$ cat src/verilog/nfc_pkg.sv
// nfc_pkg: constants, command codes and carrier types for the nor flash command controller
// assumes a 10 MHz core clock and a word/byte wide asynchronous nor flash outside
package nfc_pkg;
  localparam int NFC_ADDR_W = 20;
  localparam int NFC_DATA_W = 16;
  // software register offsets
  localparam logic [3:0] NFC_REG_CTRL = 4'h0;
  localparam logic [3:0] NFC_REG_ADDR = 4'h1;
  localparam logic [3:0] NFC_REG_DATA = 4'h2;
  localparam logic [3:0] NFC_REG_STAT = 4'h3;
  localparam logic [3:0] NFC_REG_RDAT = 4'h4;
  // control register fields
  localparam int NFC_CTRL_GO = 4;
  localparam int NFC_CTRL_BYTE = 5;
  localparam logic [3:0] NFC_OP_READ = 4'h0;
  localparam logic [3:0] NFC_OP_RESET = 4'h1;
  localparam logic [3:0] NFC_OP_IDENT = 4'h2;
  localparam logic [3:0] NFC_OP_CFI = 4'h3;
  localparam logic [3:0] NFC_OP_PROG = 4'h4;
  localparam logic [3:0] NFC_OP_BYP_ENTER = 4'h5;
  localparam logic [3:0] NFC_OP_BYP_PROG = 4'h6;
  localparam logic [3:0] NFC_OP_BYP_EXIT = 4'h7;
  localparam logic [3:0] NFC_OP_CHIP_ERASE = 4'h8;
  localparam logic [3:0] NFC_OP_SECT_ERASE = 4'h9;
  localparam logic [3:0] NFC_OP_SUSPEND = 4'hA;
  localparam logic [3:0] NFC_OP_RESUME = 4'hB;
  localparam logic [3:0] NFC_OP_SECT_ADD = 4'hC;
  localparam logic [3:0] NFC_OP_BYP_EXIT1 = 4'hD;
  // command data values
  localparam logic [7:0] NFC_D_RESET = 8'hF0;
  localparam logic [7:0] NFC_D_UNLOCK1 = 8'hAA;
  localparam logic [7:0] NFC_D_UNLOCK2 = 8'h55;
  localparam logic [7:0] NFC_D_IDENT = 8'h90;
  localparam logic [7:0] NFC_D_CFI = 8'h98;
  localparam logic [7:0] NFC_D_PROG = 8'hA0;
  localparam logic [7:0] NFC_D_BYPASS = 8'h20;
  localparam logic [7:0] NFC_D_SETUP = 8'h80;
  localparam logic [7:0] NFC_D_CHIP = 8'h10;
  localparam logic [7:0] NFC_D_SECTOR = 8'h30;
  localparam logic [7:0] NFC_D_SUSPEND = 8'hB0;
  localparam logic [7:0] NFC_D_RESUME = 8'h30;
  // command addresses, word and byte mode
  localparam logic [11:0] NFC_A_W1 = 12'h555;
  localparam logic [11:0] NFC_A_W2 = 12'h2AA;
  localparam logic [11:0] NFC_A_B1 = 12'hAAA;
  localparam logic [11:0] NFC_A_B2 = 12'h555;
  localparam logic [11:0] NFC_A_CFI_W = 12'h055;
  localparam logic [11:0] NFC_A_CFI_B = 12'h0AA;
  localparam int NFC_SECT_LSB = 12;
  // bus timing, each phase at least one 100 ns cycle
  localparam int NFC_CLK_NS = 100;
  localparam int NFC_PHASE_NS = 100;
  localparam int NFC_PHASE_CYC = (NFC_PHASE_NS + NFC_CLK_NS - 1) / NFC_CLK_NS;
  localparam int NFC_WINDOW_US = 50;
  localparam int NFC_WINDOW_CYC = NFC_WINDOW_US * 1000 / NFC_CLK_NS;
  localparam int NFC_MAX_CYC = 6;
  // one bus cycle toward the flash
  typedef struct packed {
    logic wr;
    logic [NFC_ADDR_W-1:0] addr;
    logic [7:0] data;
  } nfc_cycle_type;
  // pins toward the flash
  typedef struct packed {
    logic ce_n;
    logic we_n;
    logic oe_n;
    logic [NFC_ADDR_W-1:0] addr;
    logic [NFC_DATA_W-1:0] dq;
    logic dq_oe;
  } nfc_pins_type;
endpackage : nfc_pkg

$ cat src/verilog/nfc_seq_rom.sv
// nfc_seq_rom: registered lookup of one bus cycle of a command sequence
// assumes the caller holds op, step and mode stable for one cycle before use
`timescale 1ns/10ps
`default_nettype none
module nfc_seq_rom
  import nfc_pkg::*;
(
  input wire logic core_clk_in,
  input wire logic [3:0] op_in,
  input wire logic [2:0] step_in,
  input wire logic byte_mode_in,
  input wire logic [NFC_ADDR_W-1:0] user_addr_in,
  input wire logic [7:0] user_data_in,
  output nfc_cycle_type cycle_out,
  output logic [2:0] length_out
);
  nfc_cycle_type c;
  logic [2:0] len;
  logic [NFC_ADDR_W-1:0] a1, a2;
  // unlock addresses by bus width
  assign a1 = byte_mode_in ? NFC_ADDR_W'(NFC_A_B1) : NFC_ADDR_W'(NFC_A_W1);
  assign a2 = byte_mode_in ? NFC_ADDR_W'(NFC_A_B2) : NFC_ADDR_W'(NFC_A_W2);
  // table of sequence cycles
  always_comb begin
    c = '{wr: 1'b1, addr: '0, data: NFC_D_RESET};
    len = 3'd1;
    unique case (op_in)
      NFC_OP_READ: begin
        c = '{wr: 1'b0, addr: user_addr_in, data: 8'h00};
      end
      NFC_OP_RESET: begin
        c = '{wr: 1'b1, addr: '0, data: NFC_D_RESET};
      end
      NFC_OP_CFI: begin
        c = '{wr: 1'b1, addr: byte_mode_in ? NFC_ADDR_W'(NFC_A_CFI_B) : NFC_ADDR_W'(NFC_A_CFI_W),
              data: NFC_D_CFI};
      end
      NFC_OP_SUSPEND: c = '{wr: 1'b1, addr: '0, data: NFC_D_SUSPEND};
      NFC_OP_RESUME: c = '{wr: 1'b1, addr: '0, data: NFC_D_RESUME};
      NFC_OP_SECT_ADD: c = '{wr: 1'b1, addr: user_addr_in, data: NFC_D_SECTOR};
      NFC_OP_BYP_EXIT1: c = '{wr: 1'b1, addr: '0, data: NFC_D_RESET};
      NFC_OP_BYP_PROG: begin
        len = 3'd2;
        c = (step_in == 3'd0) ? '{wr: 1'b1, addr: '0, data: NFC_D_PROG}
                              : '{wr: 1'b1, addr: user_addr_in, data: user_data_in};
      end
      NFC_OP_BYP_EXIT: begin
        len = 3'd2;
        c = (step_in == 3'd0) ? '{wr: 1'b1, addr: '0, data: NFC_D_IDENT}
                              : '{wr: 1'b1, addr: '0, data: NFC_D_RESET};
      end
      default: begin
        // unlock prefix shared by the long sequences
        len = (op_in == NFC_OP_BYP_ENTER) ? 3'd3 :
              (op_in == NFC_OP_CHIP_ERASE || op_in == NFC_OP_SECT_ERASE) ? 3'd6 : 3'd4;
        unique case (step_in)
          3'd0: c = '{wr: 1'b1, addr: a1, data: NFC_D_UNLOCK1};
          3'd1: c = '{wr: 1'b1, addr: a2, data: NFC_D_UNLOCK2};
          3'd2: c = '{wr: 1'b1, addr: a1, data: (op_in == NFC_OP_IDENT) ? NFC_D_IDENT :
                      (op_in == NFC_OP_PROG) ? NFC_D_PROG : (op_in == NFC_OP_BYP_ENTER) ? NFC_D_BYPASS :
                      NFC_D_SETUP};
          3'd3: c = (op_in == NFC_OP_IDENT) ? '{wr: 1'b0, addr: user_addr_in, data: 8'h00}
                  : (op_in == NFC_OP_PROG) ? '{wr: 1'b1, addr: user_addr_in, data: user_data_in}
                  : '{wr: 1'b1, addr: a1, data: NFC_D_UNLOCK1};
          3'd4: c = '{wr: 1'b1, addr: a2, data: NFC_D_UNLOCK2};
          default: c = (op_in == NFC_OP_SECT_ERASE) ? '{wr: 1'b1, addr: user_addr_in, data: NFC_D_SECTOR}
                     : '{wr: 1'b1, addr: a1, data: NFC_D_CHIP};
        endcase
      end
    endcase
  end
  // registered outputs
  always_ff @(posedge core_clk_in) begin
    cycle_out <= c;
    length_out <= len;
  end
endmodule : nfc_seq_rom
`default_nettype wire

$ cat src/verilog/nfc_ctrl.sv
// nfc_ctrl: host side controller that drives nor flash command sequences on the flash pins
// assumes software on the plain register port, one 10 MHz clock, asynchronous flash pins
//
// Behaviour
// - f0 write returns flash to array reads
// - all sequence cycles write, except reads
// - bypass program only after bypass entry
// - bypass exit is 90 then f0
`timescale 1ns/10ps
`default_nettype none
module nfc_ctrl
  import nfc_pkg::*;
#(
  parameter int WINDOW_CYC = NFC_WINDOW_CYC
)(
  input wire logic core_clk_in,
  input wire logic reset_in,
  input wire logic [3:0] reg_addr_in,
  input wire logic [31:0] reg_wdata_in,
  input wire logic reg_wr_in,
  input wire logic reg_rd_in,
  output logic [31:0] reg_rdata_out,
  output logic flash_ce_n_out,
  output logic flash_we_n_out,
  output logic flash_oe_n_out,
  output logic [NFC_ADDR_W-1:0] flash_addr_out,
  output logic [NFC_DATA_W-1:0] flash_dq_out,
  output logic flash_dq_oe_out,
  input wire logic [NFC_DATA_W-1:0] flash_dq_in,
  input wire logic ready_busy_n_output_in
);
  // -----------------------------------------------------------------
  // state
  // -----------------------------------------------------------------
  typedef enum logic [4:0] {
    ST_IDLE = 5'b00001, ST_LOAD = 5'b00010, ST_SETUP = 5'b00100,
    ST_STROBE = 5'b01000, ST_HOLD = 5'b10000
  } nfc_state_type;
  typedef enum logic [4:0] {
    MD_ARRAY = 5'b00001, MD_IDENT = 5'b00010, MD_BYPASS = 5'b00100,
    MD_ERASE = 5'b01000, MD_SUSP = 5'b10000
  } nfc_mode_type;
  nfc_state_type state_r;
  nfc_mode_type mode_r;
  logic [3:0] op_r;
  logic byte_r, err_r, busy_r, cap_r;
  logic [NFC_ADDR_W-1:0] uaddr_r;
  logic [7:0] udata_r;
  logic [NFC_DATA_W-1:0] rdat_r;
  logic [2:0] step_r, ph_r;
  logic [15:0] win_r;
  logic [1:0] rb_sync_r;
  logic [NFC_DATA_W-1:0] dq_s1_r, dq_s2_r;
  nfc_cycle_type cyc;
  logic [2:0] len;
  logic go, legal;
  logic [3:0] go_op;
  logic [3:0] rom_op;
  logic [2:0] rom_step;
  logic rom_byte;

  // table lookahead: the table is registered, so it is fed the op, step and width of the next bus cycle
  assign rom_op = (state_r == ST_IDLE) ? go_op : op_r;
  assign rom_step = (state_r == ST_IDLE) ? 3'h0 : (state_r == ST_HOLD) ? step_r + 3'h1 : step_r;
  assign rom_byte = (state_r == ST_IDLE) ? reg_wdata_in[NFC_CTRL_BYTE] : byte_r;

  nfc_seq_rom u_rom (
    .core_clk_in(core_clk_in), .op_in(rom_op), .step_in(rom_step), .byte_mode_in(rom_byte),
    .user_addr_in(uaddr_r), .user_data_in(udata_r), .cycle_out(cyc), .length_out(len)
  );

  // -----------------------------------------------------------------
  // command legality against the tracked flash mode
  // -----------------------------------------------------------------
  function automatic logic op_legal(input logic [3:0] op, input nfc_mode_type md, input logic win);
    unique case (md)
      MD_BYPASS: op_legal = (op == NFC_OP_BYP_PROG) || (op == NFC_OP_BYP_EXIT)
                            || (op == NFC_OP_BYP_EXIT1) || (op == NFC_OP_READ);
      MD_IDENT: op_legal = (op == NFC_OP_RESET) || (op == NFC_OP_CFI) || (op == NFC_OP_READ);
      MD_ERASE: op_legal = (op == NFC_OP_SUSPEND) || (op == NFC_OP_READ)
                           || ((op == NFC_OP_SECT_ADD) && win);
      MD_SUSP: op_legal = (op == NFC_OP_RESUME) || (op == NFC_OP_READ) || (op == NFC_OP_IDENT)
                          || (op == NFC_OP_PROG) || (op == NFC_OP_RESET);
      default: op_legal = (op != NFC_OP_BYP_PROG) && (op != NFC_OP_BYP_EXIT) && (op != NFC_OP_BYP_EXIT1)
                          && (op != NFC_OP_SUSPEND) && (op != NFC_OP_RESUME) && (op != NFC_OP_SECT_ADD);
    endcase
  endfunction : op_legal

  assign go = reg_wr_in && (reg_addr_in == NFC_REG_CTRL) && reg_wdata_in[NFC_CTRL_GO];
  assign go_op = reg_wdata_in[3:0];
  assign legal = op_legal(go_op, mode_r, win_r != 16'h0000);

  // -----------------------------------------------------------------
  // input synchronisers
  // -----------------------------------------------------------------
  always_ff @(posedge core_clk_in or posedge reset_in) begin
    if (reset_in) begin
      rb_sync_r <= 2'h0;
      dq_s1_r <= '0;
      dq_s2_r <= '0;
    end else begin
      rb_sync_r <= {rb_sync_r[0], ready_busy_n_output_in};
      dq_s1_r <= flash_dq_in;
      dq_s2_r <= dq_s1_r;
    end
  end

  // -----------------------------------------------------------------
  // software registers
  // -----------------------------------------------------------------
  always_ff @(posedge core_clk_in or posedge reset_in) begin
    if (reset_in) begin
      uaddr_r <= '0;
      udata_r <= 8'h00;
      byte_r <= 1'b0;
    end else begin
      if (reg_wr_in && reg_addr_in == NFC_REG_ADDR) uaddr_r <= reg_wdata_in[NFC_ADDR_W-1:0];
      if (reg_wr_in && reg_addr_in == NFC_REG_DATA) udata_r <= reg_wdata_in[7:0];
      if (go && state_r == ST_IDLE) byte_r <= reg_wdata_in[NFC_CTRL_BYTE];
    end
  end

  // read data, one cycle after the strobe
  always_ff @(posedge core_clk_in or posedge reset_in) begin
    if (reset_in) begin
      reg_rdata_out <= 32'h0000_0000;
    end else if (reg_rd_in) begin
      unique case (reg_addr_in)
        NFC_REG_ADDR: reg_rdata_out <= 32'(uaddr_r);
        NFC_REG_DATA: reg_rdata_out <= 32'(udata_r);
        NFC_REG_STAT: reg_rdata_out <= {19'h0, win_r != 16'h0000, rb_sync_r[1], mode_r, err_r, busy_r,
                                        op_r};
        NFC_REG_RDAT: reg_rdata_out <= 32'(rdat_r);
        default: reg_rdata_out <= 32'h0000_0000;
      endcase
    end else begin
      reg_rdata_out <= 32'h0000_0000;
    end
  end

  // -----------------------------------------------------------------
  // sequencer: load, setup, strobe low, hold per bus cycle
  // -----------------------------------------------------------------
  always_ff @(posedge core_clk_in or posedge reset_in) begin
    if (reset_in) begin
      state_r <= ST_IDLE;
      op_r <= NFC_OP_READ;
      step_r <= 3'h0;
      ph_r <= 3'h0;
      busy_r <= 1'b0;
      err_r <= 1'b0;
    end else begin
      unique case (state_r)
        ST_IDLE: begin
          if (go) begin
            err_r <= !legal; // refused command sets error, flash untouched
            if (legal) begin
              op_r <= go_op;
              step_r <= 3'h0;
              busy_r <= 1'b1;
              state_r <= ST_LOAD;
            end
          end
        end
        ST_LOAD: begin
          ph_r <= 3'(NFC_PHASE_CYC);
          state_r <= ST_SETUP;
        end
        ST_SETUP: begin
          // address settles before strobe falls
          if (ph_r == 3'h1) begin
            ph_r <= 3'(NFC_PHASE_CYC + 1);
            state_r <= ST_STROBE;
          end else begin
            ph_r <= ph_r - 3'h1;
          end
        end
        ST_STROBE: begin
          if (ph_r == 3'h1) begin
            ph_r <= 3'(NFC_PHASE_CYC);
            state_r <= ST_HOLD;
          end else begin
            ph_r <= ph_r - 3'h1;
          end
        end
        ST_HOLD: begin
          // data held after strobe rises
          if (ph_r == 3'h1) begin
            if (step_r + 3'h1 >= len) begin
              busy_r <= 1'b0;
              state_r <= ST_IDLE;
            end else begin
              step_r <= step_r + 3'h1;
              state_r <= ST_LOAD;
            end
          end else begin
            ph_r <= ph_r - 3'h1;
          end
        end
        default: state_r <= ST_IDLE;
      endcase
    end
  end

  // capture read data one cycle after the read strobe ends, when the synchronised bus still holds it
  always_ff @(posedge core_clk_in or posedge reset_in) begin
    if (reset_in) begin
      cap_r <= 1'b0;
      rdat_r <= '0;
    end else begin
      cap_r <= (state_r == ST_HOLD) && (ph_r == 3'(NFC_PHASE_CYC)) && !cyc.wr;
      if (cap_r) rdat_r <= byte_r ? {8'h00, dq_s2_r[7:0]} : dq_s2_r;
    end
  end

  // -----------------------------------------------------------------
  // tracked flash mode and sector erase window
  // -----------------------------------------------------------------
  always_ff @(posedge core_clk_in or posedge reset_in) begin
    if (reset_in) begin
      mode_r <= MD_ARRAY;
      win_r <= 16'h0000;
    end else begin
      if (win_r != 16'h0000) win_r <= win_r - 16'h0001;
      if (state_r == ST_HOLD && ph_r == 3'h1 && step_r + 3'h1 >= len) begin
        unique case (op_r)
          NFC_OP_RESET, NFC_OP_BYP_EXIT, NFC_OP_BYP_EXIT1: begin
            mode_r <= (mode_r == MD_SUSP) ? MD_SUSP : MD_ARRAY;
          end
          NFC_OP_IDENT: mode_r <= (mode_r == MD_SUSP) ? MD_SUSP : MD_IDENT;
          NFC_OP_BYP_ENTER: mode_r <= MD_BYPASS;
          NFC_OP_SECT_ERASE, NFC_OP_SECT_ADD: begin
            mode_r <= MD_ERASE;
            win_r <= 16'(WINDOW_CYC);
          end
          NFC_OP_SUSPEND: begin
            mode_r <= MD_SUSP;
            win_r <= 16'h0000;
          end
          NFC_OP_RESUME: mode_r <= MD_ERASE;
          default: mode_r <= mode_r;
        endcase
      end else if (mode_r == MD_ERASE && win_r == 16'h0000 && rb_sync_r[1] && state_r == ST_IDLE) begin
        mode_r <= MD_ARRAY; // erase finished, ready pin high
      end
    end
  end

  // -----------------------------------------------------------------
  // flash pin drive, registered
  // -----------------------------------------------------------------
  always_ff @(posedge core_clk_in or posedge reset_in) begin
    if (reset_in) begin
      flash_ce_n_out <= 1'b1;
      flash_we_n_out <= 1'b1;
      flash_oe_n_out <= 1'b1;
      flash_addr_out <= '0;
      flash_dq_out <= '0;
      flash_dq_oe_out <= 1'b0;
    end else begin
      flash_ce_n_out <= !(state_r == ST_SETUP || state_r == ST_STROBE || state_r == ST_HOLD);
      flash_we_n_out <= !(state_r == ST_STROBE && cyc.wr);
      flash_oe_n_out <= !(state_r == ST_STROBE && !cyc.wr);
      if (state_r == ST_LOAD) begin
        // upper byte zero, non-user addresses carry no upper bits
        flash_addr_out <= ((op_r == NFC_OP_SECT_ERASE && step_r + 3'h1 == len) || op_r == NFC_OP_SECT_ADD)
                          ? {uaddr_r[NFC_ADDR_W-1:NFC_SECT_LSB], NFC_SECT_LSB'(0)} : cyc.addr;
        flash_dq_out <= {8'h00, cyc.data};
        flash_dq_oe_out <= cyc.wr;
      end
    end
  end

  // -----------------------------------------------------------------
  // checks
  // -----------------------------------------------------------------
  property p_we_oe_excl;
    @(posedge core_clk_in) disable iff (reset_in) !(!flash_we_n_out && !flash_oe_n_out);
  endproperty
  a_we_oe_excl: assert property (p_we_oe_excl) else $error("we and oe low together");
  property p_upper_zero;
    @(posedge core_clk_in) disable iff (reset_in) !flash_we_n_out |-> flash_dq_out[15:8] == 8'h00;
  endproperty
  a_upper_zero: assert property (p_upper_zero) else $error("upper data byte driven");
  property p_addr_stable;
    @(posedge core_clk_in) disable iff (reset_in) $fell(flash_we_n_out) |-> $stable(flash_addr_out) && !flash_ce_n_out;
  endproperty
  a_addr_stable: assert property (p_addr_stable) else $error("address moved at strobe fall");
  property p_data_hold;
    @(posedge core_clk_in) disable iff (reset_in) $rose(flash_we_n_out) |-> $stable(flash_dq_out) && flash_dq_oe_out;
  endproperty
  a_data_hold: assert property (p_data_hold) else $error("data not held at strobe rise");
  property p_bypass_only;
    @(posedge core_clk_in) disable iff (reset_in)
      (state_r == ST_IDLE && go && mode_r == MD_BYPASS && go_op == NFC_OP_PROG) |=> err_r && state_r == ST_IDLE;
  endproperty
  a_bypass_only: assert property (p_bypass_only) else $error("command taken in bypass mode");
  property p_byp_prog;
    @(posedge core_clk_in) disable iff (reset_in)
      (state_r == ST_IDLE && go && go_op == NFC_OP_BYP_PROG && mode_r != MD_BYPASS) |=> !busy_r;
  endproperty
  a_byp_prog: assert property (p_byp_prog) else $error("bypass program outside bypass");
  property p_suspend;
    @(posedge core_clk_in) disable iff (reset_in)
      (state_r == ST_IDLE && go && go_op == NFC_OP_SUSPEND && mode_r != MD_ERASE) |=> err_r;
  endproperty
  a_suspend: assert property (p_suspend) else $error("suspend outside erase");
  property p_resume;
    @(posedge core_clk_in) disable iff (reset_in)
      (state_r == ST_IDLE && go && go_op == NFC_OP_RESUME && mode_r != MD_SUSP) |=> err_r;
  endproperty
  a_resume: assert property (p_resume) else $error("resume outside suspend");
  property p_window;
    @(posedge core_clk_in) disable iff (reset_in) $rose(win_r != 16'h0000) |-> mode_r == MD_ERASE;
  endproperty
  a_window: assert property (p_window) else $error("window opened outside erase");
endmodule : nfc_ctrl
`default_nettype wire

$ cat config.mk
export PLATFORM = sky130hd
export DESIGN_NAME = nfc_ctrl
export DESIGN_NICKNAME = d
export VERILOG_FILES = /design/src/verilog/nfc_pkg.sv /design/src/verilog/nfc_seq_rom.sv /design/src/verilog/nfc_ctrl.sv
export SDC_FILE = /design/constraint.sdc
export NUM_CORES = 1
export LEC_CHECK = 0
export BUFFER_PORTS_ARGS = -buffer_cell sky130_fd_sc_hd__buf_2
export CAP_MARGIN = 20
export CORE_MARGIN = 2
export CORE_UTILIZATION = 55
export CTS_CLUSTER_SIZE = 28
export DETAILED_ROUTE_END_ITERATION = 10
export PLACE_DENSITY_LB_ADDON = 0.2
export SYNTH_ARGS = -nofsm -noshare
export SYNTH_HDL_FRONTEND = slang
export SYNTH_SLANG_ARGS = --single-unit
$ cat constraint.sdc
create_clock -name core_clk_in -period 12.4 [get_ports core_clk_in]
set_input_delay 0 -clock core_clk_in [delete_from_list [all_inputs] [get_ports core_clk_in]]
set_output_delay 0 -clock core_clk_in [all_outputs]
set_load 0.05 [all_outputs]
======== Word-level counts from Yosys, hierarchy flattened ========
Index checks and enable logic that the tools add are counted.
cells by class
  $add $sub $neg .......................... 3
  $lt $le $gt $ge ......................... 1
  equality and inequality tests ........... 66
  multiplexer cells ....................... 54
  reductions and logical operators ........ 63
operator list
  operator                 number
  $pmux W29 S8             1
  $pmux W29 S4             1
  $mux W28                 3
  $pmux W20 S4             1
  $eq A4 B4 Y1 const B     15
  $pmux W5 S5              2
  $mux W16                 3
  $mux W5                  9
  $eq A4 B3 Y1 const B     10
  $mux W32                 1
  $mux W8                  4
  $pmux W16 S2             1
  $mux W3                  10
  $mux W29                 1
  $eq A4 B2 Y1 const B     7
  $logic_and A1 B1 Y1      20
  $mux W20                 1
  $eq A4 B1 Y1 const B     4
  $logic_not A16 Y1        1
  $ne A4 B4 Y1 const B     4
  $reduce_bool A16 Y1      1
  $sub A16 B1 Y16 const B  1
  $logic_or A1 B1 Y1       15
  $reduce_and A5 Y1        3
  other kinds (36)         68
word-level totals
  register bits ........................... 214
  input port bits ......................... 57
  output and inout port bits .............. 72
  word-level logic and storage cells ...... 214

======== Depth between registers and ports, before layout ========
Gate-level depths: netlist of run 1.
  depth in word-level cells ............... 10
  depth in mapped cells ................... 12

======== By module ========
A second synthesis of run 1 with hierarchy kept.
second synthesis, totals
  cell total of the unflattened synthesis .. 912
  area, all modules ....................... 9282.7 um^2
modules (own cells, without submodules)
  module       times used  cells each  area each (um^2)  sequential area each (um^2)
  nfc_ctrl     1           696         7474.7            4260.3
  nfc_seq_rom  1           216         1808.0            640.6

======== Worst setup path before layout of run 1 ========
OpenSTA, ideal clock, no wires.
  path kind ............................... register to register
  start point ............................. register state_r[3]
  end point ............................... register u_rom.cycle_out[10] (netlist name)
  library setup time ...................... 115 ps
  data arrival time ....................... 2516 ps
  data required time ...................... 12285 ps
  slack ................................... 9770 ps
  stages on the path, launching flop included .. 13
  buffers on the path ..................... 1
  period minus slack after synthesis ...... 2630 ps
  cells stage by stage .................... dfrtp_1 buf_2 nor3b_4 nand2_1 inv_1 ha_1 inv_1 a2111o_1 nand2_1 o211ai_1 a21oi_2 a21oi_2 o21a_1
RTL lines
  element                 RTL line           source
  from (decl)             nfc_ctrl.sv:43     nfc_state_type state_r;
  from (signal assigned)  nfc_ctrl.sv:146    state_r <= ST_IDLE;
  from (signal assigned)  nfc_ctrl.sv:161    state_r <= ST_LOAD;
  from (signal assigned)  nfc_ctrl.sv:167    state_r <= ST_SETUP;
  to (signal assigned)    nfc_seq_rom.sv:74  cycle_out <= c;
  to (decl)               nfc_seq_rom.sv:14  output nfc_cycle_type cycle_out,

==> flow_summary_export.csv, run 1 <==
group,metric,value,unit
cells_and_area,mostFrequentLayoutCells,"dfrtp_1, nand2_1, buf_2",
floorplan,die_y,134,um
yosys,syn-cell-area,9300,um^2
clocking,clk_latency,0.51,ns
worst_setup_path,cp_max_fo,10,
grt,gr-total-overflow,0,
routing,wl_met2,9670,um
worst_hold_path,hold_end,"reg_rdata_out[2]",
routing,drtAntennaViolNets,0,
yosys,synth_cell_types,90,
cells_and_area,antennaDiodeCount,0,
worst_setup_path,r2r_cells,11,
floorplan,row_count,47,
worst_setup_path,cp-start-kind,"flip-flop",
cells_and_area,layout_commonest_cell,"dfrtp_1",
timing,setup_tns,0,ns
clocking,post_cts_resized,0,
timing,whs,0.0321,ns
clocking,path_clk_slew,0.06,ns
timing,worstMarginPinSlew,1.03,ns
grt,gr-usage-all-layers,24.7,%
worst_hold_path,hold_class,"in -> reg",
clocking,cts_buffers,22,
pwr,p_per_area,148,nW/um^2
cells_and_area,seq_area,4900,um^2
grt,grt_max_degree,93,
timing,fin_crit_sh,27.0,%
cells_and_area,postLayoutCoreUtil,66.6,%
floorplan,io_pins,129,
yosys,yosysSeqAreaShare,52.7,%
routing,vias_per_cell,5.68,
clocking,clockBufferDepth,3,
timing,fmax,299,MHz
place,gp_congestion,0.906,
worst_setup_path,r2r-start,"state_r[4]",
yosys,synth-seq-cells,202,
floorplan,start_util,56.3,%
timing,max-slew-margin-rel,31.3,%
routing,wl_met1,10100,um
yosys,synth_edf_count,0,
cells_and_area,multiInputGateArea,4030,um^2
yosys,yosysWarnings,0,
timing,min_period,3.34,ns
clocking,root_buffer,"clkbuf_16",
cells_and_area,n_fill_cell,1282,
pwr,p_leak,5.08,nW
yosys,async_flop_share,84.2,%
routing,wl_per_cell,17.6,um
routing,drc,0,
routing,firstDrtPassIters,6,
routing,detail_route.wirelength,21700,um
timing,slew_viol_final,0,
floorplan,coreArea,16500,um^2
routing,dr.max_layer_used,"met4",
place,place.port_buffers,96,
worst_setup_path,path_class,"reg -> reg",
pwr,p_total,0.00163,W
worst_hold_path,hold_path.startpoint,"reg_addr_in[1]",
routing,drtIter0Drc,652,
worst_setup_path,worstSetupEndpointType,"flip-flop",
worst_setup_path,rrSetupSlack,9.06,ns
clocking,cts_num_sinks,202,
timing,setup_violations,0,
cells_and_area,drive_above_1_share,23.0,%
grt,grt_pass1_wl,35300,um
timing,rsz0062_at_grt,"false",
yosys,syn_area_per_cell,10.6,um^2
clocking,htreeDepth,1,
place,placed_cell_area,9810,um^2
worst_setup_path,r2r_end,"u_rom.cycle_out[26]",
timing,hold_violations,0,
cells_and_area,area_growth,18.5,%
place,dp_hpwl,14800,um
cells_and_area,fin_area,11000,um^2
grt,antenna_found_initial,0,
routing,vias,6982,
timing,fin_worst_skew,0.00910,ns
flow_run,maxCapViolCount,0,
floorplan,die_x,134,um
worst_hold_path,hold_path_depth,5,
routing,dr_wl_met3,1280,um
pwr,ir_worst_vdd,113,uV
yosys,postSynthCellCount,874,
clocking,cts_tree,"done",
grt,first_global_vias,6614,
cells_and_area,fin_nets,1058,
yosys,synthFlopType,"dfrtp_1",
floorplan,dieArea,18000,um^2
worst_setup_path,required,12.80,ns
status,status,"finished clean",
worst_setup_path,arrival,3.74,ns
==> worst max-delay path, cell delays in order, from the launching register on <==
cell and delay [ns]:
dfrtp_1 0.55, nor3b_4 0.42, nand2_1 0.22, inv_1 0.18, ha_1 0.26, inv_1 0.15
a2111o_1 0.41, nand2_1 0.15, o211ai_1 0.12, a21oi_2 0.43, a31oi_4 0.12, and2_1 0.23
==> where the power goes <==
part           internal, W  leakage (nW)  switching [W]  total [W]
combinational    0.0000646          2.19      0.0000904   0.000155
clock             0.000462         0.401       0.000261   0.000723
sequential        0.000702          2.48      0.0000498   0.000752
==> Yosys cell counts (5+ instances only) <==
cell / instances / area share (%)
dfxtp_1: 32 / 6.9
dfstp_2: 5 / 1.4
nor2b_1: 23 / 1.5
o21ai_0: 54 / 2.9
nand2b_1: 15 / 1.0
and3_1: 12 / 0.81
or3_1: 5 / 0.34
nor4_1: 6 / 0.40
dfrtp_1: 165 / 44
mux2i_1: 15 / 1.6
nand3_1: 10 / 0.54
inv_1: 19 / 0.77
buf_4: 24 / 1.9
xor2_1: 9 / 0.85
nor2_1: 56 / 2.3
and2_1: 10 / 0.67
a22oi_1: 6 / 0.48
nor3_1: 16 / 0.86
or4_1: 5 / 0.40
ha_1: 8 / 1.1
buf_2: 8 / 0.43
or2_2: 5 / 0.34
clkbuf_1: 26 / 1.0
xnor2_1: 10 / 0.94
nand2_1: 105 / 4.2
a31o_2: 11 / 1.0
a21oi_1: 40 / 2.2
a222oi_1: 12 / 1.3
o211ai_1: 8 / 0.65
nand4_1: 6 / 0.40
mux2_2: 44 / 5.3
o21a_1: 16 / 1.3
==> logic make-up (layout without fill, tap and decap cells) <==
group / after synthesis / after routing / synth area share [%]
compound gates: 198 / 198 / 15.2
xor+xnor: 19 / 19 / 1.79
fa+ha+maj: 8 / 8 / 1.08
buf+inv: 84 / 200 / 4.83
flops: 202 / 202 / 52.7
mux: 62 / 62 / 7.39
other cells: 1 / 20 / 0.0403
simple gates: 300 / 300 / 16.9
==> area by class of cell <==
class	count	area share, %
timing repair buffer	140	8.23
multi-input combinational	607	36.6
tap	220	2.50
sequential	202	44.5
inverter	20	0.727
clock inverter	9	1.68
clock buffer	31	5.76
==> sequential cells by signal (all words and copies together), names as in the netlist, 2 cells and up <==
signal / count
dq_s1_r: 16
dq_s2_r: 16
flash_addr_out: 20
flash_dq_out: 8
mode_r: 5
op_r: 4
ph_r: 3
rb_sync_r: 2
rdat_r: 16
reg_rdata_out: 20
state_r: 5
step_r: 3
u_rom.cycle_out: 29
u_rom.length_out: 3
uaddr_r: 20
udata_r: 8
win_r: 16
==> per-stage QoR <==
step                      setup slack (ns)  cells
after floorplan                       7.80    893
after global placement                9.12   1151
after detailed placement              9.10   1151
after CTS                             9.07   1229
after global routing                  8.82   1229
final                                 9.06   1229
==> worst max-delay path by stage <==
stage / slack (ns) / end / cells past startpoint / startpoint
floorplan: 7.80 / busy_r / 1 / reset_in
global placement: 9.12 / u_rom.cycle_out[20] / 11 / state_r[4]
detailed placement: 9.10 / u_rom.cycle_out[22] / 11 / state_r[4]
CTS: 9.07 / u_rom.cycle_out[26] / 11 / state_r[4]
global route: 8.82 / u_rom.cycle_out[27] / 11 / state_r[4]
finish: 9.06 / u_rom.cycle_out[26] / 11 / state_r[4]
==> repair_timing <==
action	in CTS	in global routing
hold buffers	38	0
buffers inserted	0	0
endpoints found under the hold margin	140	0
==> per-layer routing <==
layer,vias to the layer above,GRT usage [%]
met2,240,37.6
li1,3314,-
met4,0,7.09
met5,-,0
met3,46,4.01
met1,3382,36.7
No activity file was read; power rests on OpenSTA's default activity.
==> inputs of run 2 (changes only) <==
- ABC_AREA: not set -> 1
- CORE_UTILIZATION: 55 -> 52
- clock period: 12.4 -> 2.88 ns (I/O delays scaled with it)
==> run 2 against run 1 <==
Net effect:
- non-clock buffer count up 12
- utilization down 3.1 points
- area after synthesis up 2.1%
- flip-flop and latch count unchanged
- die area up 7.7%
- worst setup slack worse by 8.7 ns
- largest cell class unchanged
- highest routed layer unchanged
==> flow_summary_export.csv, run 2 <==
group,metric,value,unit
timing,setup_tns,0,ns
cells_and_area,n_fill_cell,1535,
worst_setup_path,arrival,2.95,ns
floorplan,row_count,49,
routing,detail_route.wirelength,22400,um
timing,setup_violations,0,
pwr,p_per_area,1070,nW/um^2
yosys,postSynthCellCount,1134,
timing,fmax,389,MHz
grt,gr-usage-all-layers,23.4,%
grt,antenna_found_initial,0,
cells_and_area,fin_area,11400,um^2
yosys,yosysSeqAreaShare,51.7,%
flow_run,maxCapViolCount,0,
worst_setup_path,rrSetupSlack,0.31,ns
cells_and_area,largest_reg_flops,29,
timing,slew_viol_final,0,
yosys,async_flop_share,84.2,%
clocking,htreeDepth,1,
timing,fin_worst_skew,0.00988,ns
clocking,cts_buffers,22,
clocking,post_cts_resized,0,
worst_hold_path,hold_class,"in -> reg",
worst_setup_path,path_class,"reg -> reg",
worst_setup_path,required,3.26,ns
place,placed_cell_area,10100,um^2
worst_setup_path,startpoint,"step_r[0]",
place,place.port_buffers,96,
clocking,cts_tree,"done",
yosys,synth_top_area_share,43.5,%
timing,rsz0062_at_grt,"false",
floorplan,die_y,139,um
timing,worstMarginPinSlew,0.859,ns
yosys,syn_area_per_cell,8.37,um^2
clocking,cts_num_sinks,202,
worst_setup_path,cp_slowest_stage_delay,0.42,ns
place,gp_congestion,0.899,
yosys,yosysWarnings,0,
cells_and_area,area_growth,19.9,%
floorplan,io_pins,129,
yosys,synth-seq-cells,202,
floorplan,dieArea,19300,um^2
grt,grt_max_degree,45,
cells_and_area,antennaDiodeCount,0,
routing,drtAntennaViolNets,0,
timing,max-slew-margin-rel,42.3,%
worst_setup_path,cp-start-kind,"flip-flop",
cells_and_area,mostFrequentLayoutCells,"nand2_1, dfrtp_1, nor2_1",
grt,gr-total-overflow,0,
routing,firstDrtPassIters,6,
clocking,clockBufferDepth,3,
grt,first_global_vias,7478,
cells_and_area,largest_register,"u_rom.cycle_out",
floorplan,start_util,53.0,%
routing,vias_per_cell,5.13,
place,dp_hpwl,15900,um
routing,drc,0,
yosys,synth_most_common_cell,"nand2_1",
worst_setup_path,r2r-start,"step_r[0]",
worst_setup_path,crit_family,"adder cells",
worst_setup_path,crit_buf_inv,3,
yosys,synthFlopType,"dfrtp_1",
cells_and_area,drive_above_1_share,17.1,%
floorplan,coreArea,17900,um^2
pwr,ir_worst_vdd,665,uV
routing,wl_per_cell,14.7,um
clocking,clk_latency,0.50,ns
yosys,synth_edf_count,0,
worst_setup_path,worstPathCellList,"ha_1, xor2_1, ha_1, nand2_1, o211ai_1, nand2_1, nor2_1, buf_4, inv_1, a21oi_1, buf_4, o21ai_0",
routing,drtIter0Drc,575,
worst_setup_path,worstSetupEndpointType,"flip-flop",
worst_hold_path,hold_path.startpoint,"reg_addr_in[2]",
yosys,synthTopCellsByCount,"nand2_1, dfrtp_1, nor2_1, inv_1, o21ai_0",
yosys,synth_cell_types,48,
yosys,syn-cell-area,9490,um^2
pwr,p_leak,5.77,nW
floorplan,die_x,139,um
grt,grt_pass1_wl,37200,um
routing,vias,7822,
timing,hold_violations,0,
cells_and_area,fin_nets,1344,
clocking,path_clk_slew,0.06,ns
status,status,"finished clean",
worst_setup_path,cp_max_fo,12,
clocking,root_buffer,"clkbuf_16",
yosys,ys_top_cells_by_area,"dfrtp_1, nand2_1, dfxtp_1",
yosys,yosys.area.top_type,"dfrtp_1",
cells_and_area,layout_commonest_cell,"nand2_1",
timing,fin_crit_sh,89.3,%
worst_setup_path,critPathSlowestCell,"dfrtp_1",
timing,min_period,2.57,ns
==> run 2: cell count changes after synthesis, sizes merged, moves of 17 or more <==
cell	previous run	this run
inv	19	115
nor2	58	147
nand2	106	315
nand3	11	55
mux2	47	11
nand4	6	23
nor2b	23	0
o21ai	56	93
==> run 2: repair_timing <==
action                                 in CTS  in global routing
hold buffers                               43                  0
setup buffers                               0                  0
endpoints found under the hold margin      90                  0
==> run 2: cells by family (layout without fill, tap and decap cells) <==
| family | Yosys count | after routing | synth area share (%) |
|---|---|---|---|
| AND/OR/NAND/NOR | 563 | 563 | 26.8 |
| flip-flops | 202 | 202 | 51.7 |
| AO/OA/AOI/OAI | 169 | 169 | 9.84 |
| buffers and inverters | 167 | 309 | 8.07 |
| XOR/XNOR | 13 | 13 | 1.20 |
| multiplexers | 11 | 11 | 1.31 |
| adder cells (fa/ha/maj) | 8 | 8 | 1.06 |
| other | 1 | 20 | 0.0395 |
==> run 2: through the flow <==
stage / setup slack [ns] / instances / hold slack [ns] / utilization, % / total power, W
after global routing: 0.0721 / 1524 / 0.108 / 63.5 / 0.0130
final: 0.308 / 1524 / 0.0557 / 63.5 / 0.0121
after global placement: 0.275 / 1441 / 0.109 / 56.6 / 0.00891
after CTS: 0.281 / 1524 / 0.0290 / 63.5 / 0.0122
after floorplan: 0.715 / 1153 / 0.0314 / - / 0.00807
after detailed placement: 0.269 / 1441 / 0.109 / 56.6 / 0.00899
==> run 2: worst min-delay path, cell delays in order <==
cell and delay [ns]:
buf_2 0.10, nor2_1 0.10, nand2_1 0.09, nor3_1 0.05, o21ai_0 0.14, inv_1 0.04
==> run 2: routing by layer <==
layer  routed length (um)  GRT usage [%]
met1                10400           33.1
met2                10400           38.1
met3                 1020           3.07
met4                  586           7.23
met5                    0              0
==> run 2: final timing paths <==
| path | endpoint | cells past startpoint |
|---|---|---|
| max in group asynchronous | dq_s2_r[0] | 5 |
| min in group asynchronous | reg_rdata_out[4] | 3 |
| max | win_r[2] | 12 |
| max reg2reg | win_r[2] | 12 |
| min reg2reg | dq_s2_r[12] | 0 |
| min | reg_rdata_out[8] | 6 |
==> run 2: where the power goes <==
| group | total (W) | internal [W] | switching, W |
|---|---|---|---|
| sequential | 0.00403 | 0.00360 | 0.000438 |
| combinational | 0.00500 | 0.00146 | 0.00354 |
| clock | 0.00308 | 0.00195 | 0.00113 |
| total | 0.0121 | 0.00701 | 0.00511 |
==> run 2: area by class of cell <==
type / instances / area (um^2) / share of cell area [%]
inverter: 117 / 452 / 3.97
timing repair buffer: 152 / 1020 / 8.98
tap: 229 / 287 / 2.52
sequential: 202 / 4900 / 43.1
multi-input combinational: 784 / 3900 / 34.3
clock inverter: 10 / 159 / 1.40
clock buffer: 30 / 653 / 5.74
==> inputs of run 3 (changes only) <==
- CORE_UTILIZATION: 52 -> 55
- clock period: 2.88 -> 2.6 ns (I/O delays scaled with it)
==> run 3 against run 2 <==
Net effect:
- register-to-register slack worse by 0.13 ns
- worst hold slack worse by 0.028 ns
- sequential power up 11%
- critical path depth unchanged
- first-iteration DRC count up 12%
- clock skew about the same
- combinational power up 12%
- global-route usage up 1.2 points
- clock-buffer cell count down 1
- critical path type unchanged
- critical endpoint unchanged
- largest power group unchanged
==> flow_summary_export.csv, run 3 (same netlist as run 2, synthesis figures left out) <==
group,metric,value,unit
timing,hold_violations,0,
worst_hold_path,hold_path.startpoint,"reg_addr_in[1]",
clocking,path_clk_slew,0.06,ns
worst_setup_path,startpoint,"step_r[0]",
pwr,p_per_area,1160,nW/um^2
timing,fin_crit_sh,93.0,%
worst_setup_path,worstSetupEndpointType,"flip-flop",
pwr,combinationalPowerShare,42.6,%
clocking,clk_latency,0.50,ns
cells_and_area,fin_nets,1349,
worst_hold_path,hold_class,"in -> reg",
pwr,p_total,0.0132,W
cells_and_area,area_growth,19.6,%
place,placed_cell_area,10200,um^2
worst_setup_path,cp_max_fo,9,
pwr,seqPwrFrac,33.9,%
flow_run,maxCapViolCount,0,
cells_and_area,largest_reg_flops,29,
worst_setup_path,r2r-start,"step_r[0]",
cells_and_area,antennaDiodeCount,0,
timing,fin_worst_skew,0.00986,ns
grt,first_global_vias,7205,
place,gp_congestion,0.902,
clocking,cts_tree,"done",
clocking,root_buffer,"clkbuf_16",
pwr,ir_worst_vdd,662,uV
routing,detail_route.wirelength,22700,um
grt,grt_max_degree,59,
worst_setup_path,required,2.98,ns
pwr,clkPwrFrac,23.5,%
timing,fmax,414,MHz
pwr,p_sw,0.00566,W
timing,worstMarginPinSlew,0.738,ns
worst_setup_path,path_class,"reg -> reg",
timing,min_period,2.42,ns
routing,firstDrtPassIters,5,
worst_setup_path,arrival,2.80,ns
pwr,p_int,0.00752,W
pwr,p_leak,5.75,nW
routing,vias_per_cell,5.23,
clocking,cts_num_sinks,202,
status,status,"finished clean",
grt,gr-total-overflow,0,
floorplan,die_x,135,um
cells_and_area,drive_above_1_share,17.6,%
clocking,clockBufferDepth,3,
routing,drc,0,
place,dp_hpwl,15500,um
routing,drtAntennaViolNets,0,
cells_and_area,largest_register,"u_rom.cycle_out",
cells_and_area,seq_area,4900,um^2
grt,antenna_found_initial,1,
timing,max-slew-margin-rel,50.8,%
floorplan,coreArea,17100,um^2
cells_and_area,fin_area,11300,um^2
grt,gr-usage-all-layers,24.6,%
routing,drtIter0Drc,643,
timing,setup_violations,0,
floorplan,dieArea,18300,um^2
cells_and_area,layout_commonest_cell,"nand2_1",
clocking,htreeDepth,1,
floorplan,io_pins,129,
cells_and_area,n_fill_cell,1420,
floorplan,start_util,55.6,%
floorplan,row_count,48,
routing,wl_per_cell,14.9,um
pwr,swShare,42.9,%
worst_setup_path,cp-start-kind,"flip-flop",
floorplan,die_y,135,um
routing,vias,7971,
cells_and_area,multiInputGateArea,3920,um^2
clocking,cts_buffers,21,
grt,grt_pass1_wl,36100,um
timing,slew_viol_final,0,
place,place.port_buffers,96,
cells_and_area,mostFrequentLayoutCells,"nand2_1, dfrtp_1, nor2_1",
[run 3: cell types whose count changed in the layout (fill, tap and decap cells not counted), moves of 2 or more]
| cell | previous run | this run |
|---|---|---|
| buf_4 | 12 | 17 |
| clkbuf_16 | 24 | 21 |
| a21oi_1 | 42 | 40 |
| a21oi_2 | 0 | 2 |
| clkbuf_1 | 3 | 5 |
[run 3: worst max-delay path, stage by stage, from the launching register on]
cell and delay [ns]:
dfrtp_1 0.41, ha_1 0.24, xor2_2 0.17, ha_4 0.29
nand2_1 0.04, o211ai_1 0.25, nand2_1 0.11, nor2_1 0.14
buf_4 0.18, inv_1 0.07, a21oi_2 0.14, buf_4 0.17
o21ai_0 0.08
[run 3: layout make-up]
type / count / share of cell area (%)
clock buffers: 29 / 5.16
repair buffers: 158 / 9.46
flip-flops and latches: 202 / 43.2
clock inverters: 9 / 1.14
well taps: 225 / 2.48
inverters: 117 / 3.98
multi-input cells: 784 / 34.6
[run 3: worst paths after layout]
path	to	slack, ns	depth (start not counted)
worst max-delay path	win_r[2]	0.18	12
worst min-delay path	reg_rdata_out[8]	0.03	5
worst max register to register	win_r[2]	0.18	12
worst min register to register	dq_s2_r[7]	0.35	0
max in group asynchronous	dq_s2_r[14]	1.63	4
min in group asynchronous	reg_rdata_out[2]	0.17	3
[run 3: per-stage QoR]
step                      TNS (ns)  setup slack, ns  instances  util (%)  hold slack, ns
final                            0            0.182       1524      66.5          0.0280
after global routing      -0.00265         -0.00265       1524      66.5          0.0598
after detailed placement         0            0.167       1440      59.5           0.109
after CTS                        0            0.151       1520      66.2          0.0118
after global placement           0            0.184       1440      59.5           0.107
after floorplan                  0            0.435       1153         -          0.0314
[run 3: power by group through the flow]
stage,clock network (W),logic (W),registers [W]
global placement,0,0.00538,0.00449
detailed placement,0,0.00549,0.00450
CTS,0.00314,0.00557,0.00446
floorplan,0,0.00385,0.00509
finish,0.00309,0.00562,0.00447
global route,0.00329,0.00622,0.00455
[run 3: metal layers]
metal	track usage [%]	share of wire, %	vias up
met3	3.93	6.3	35
met1	35.2	45	3736
met2	39.5	47	267
met5	0	0.031	-
li1	-	-	3931
met4	6.25	1.9	2
[run 3: timing repair]
action	4_1_cts	5_1_grt
endpoints found under the hold margin	87	0
hold buffers	42	0
gates resized for setup	0	7
setup buffers	0	3
setup endpoints to repair	0	10
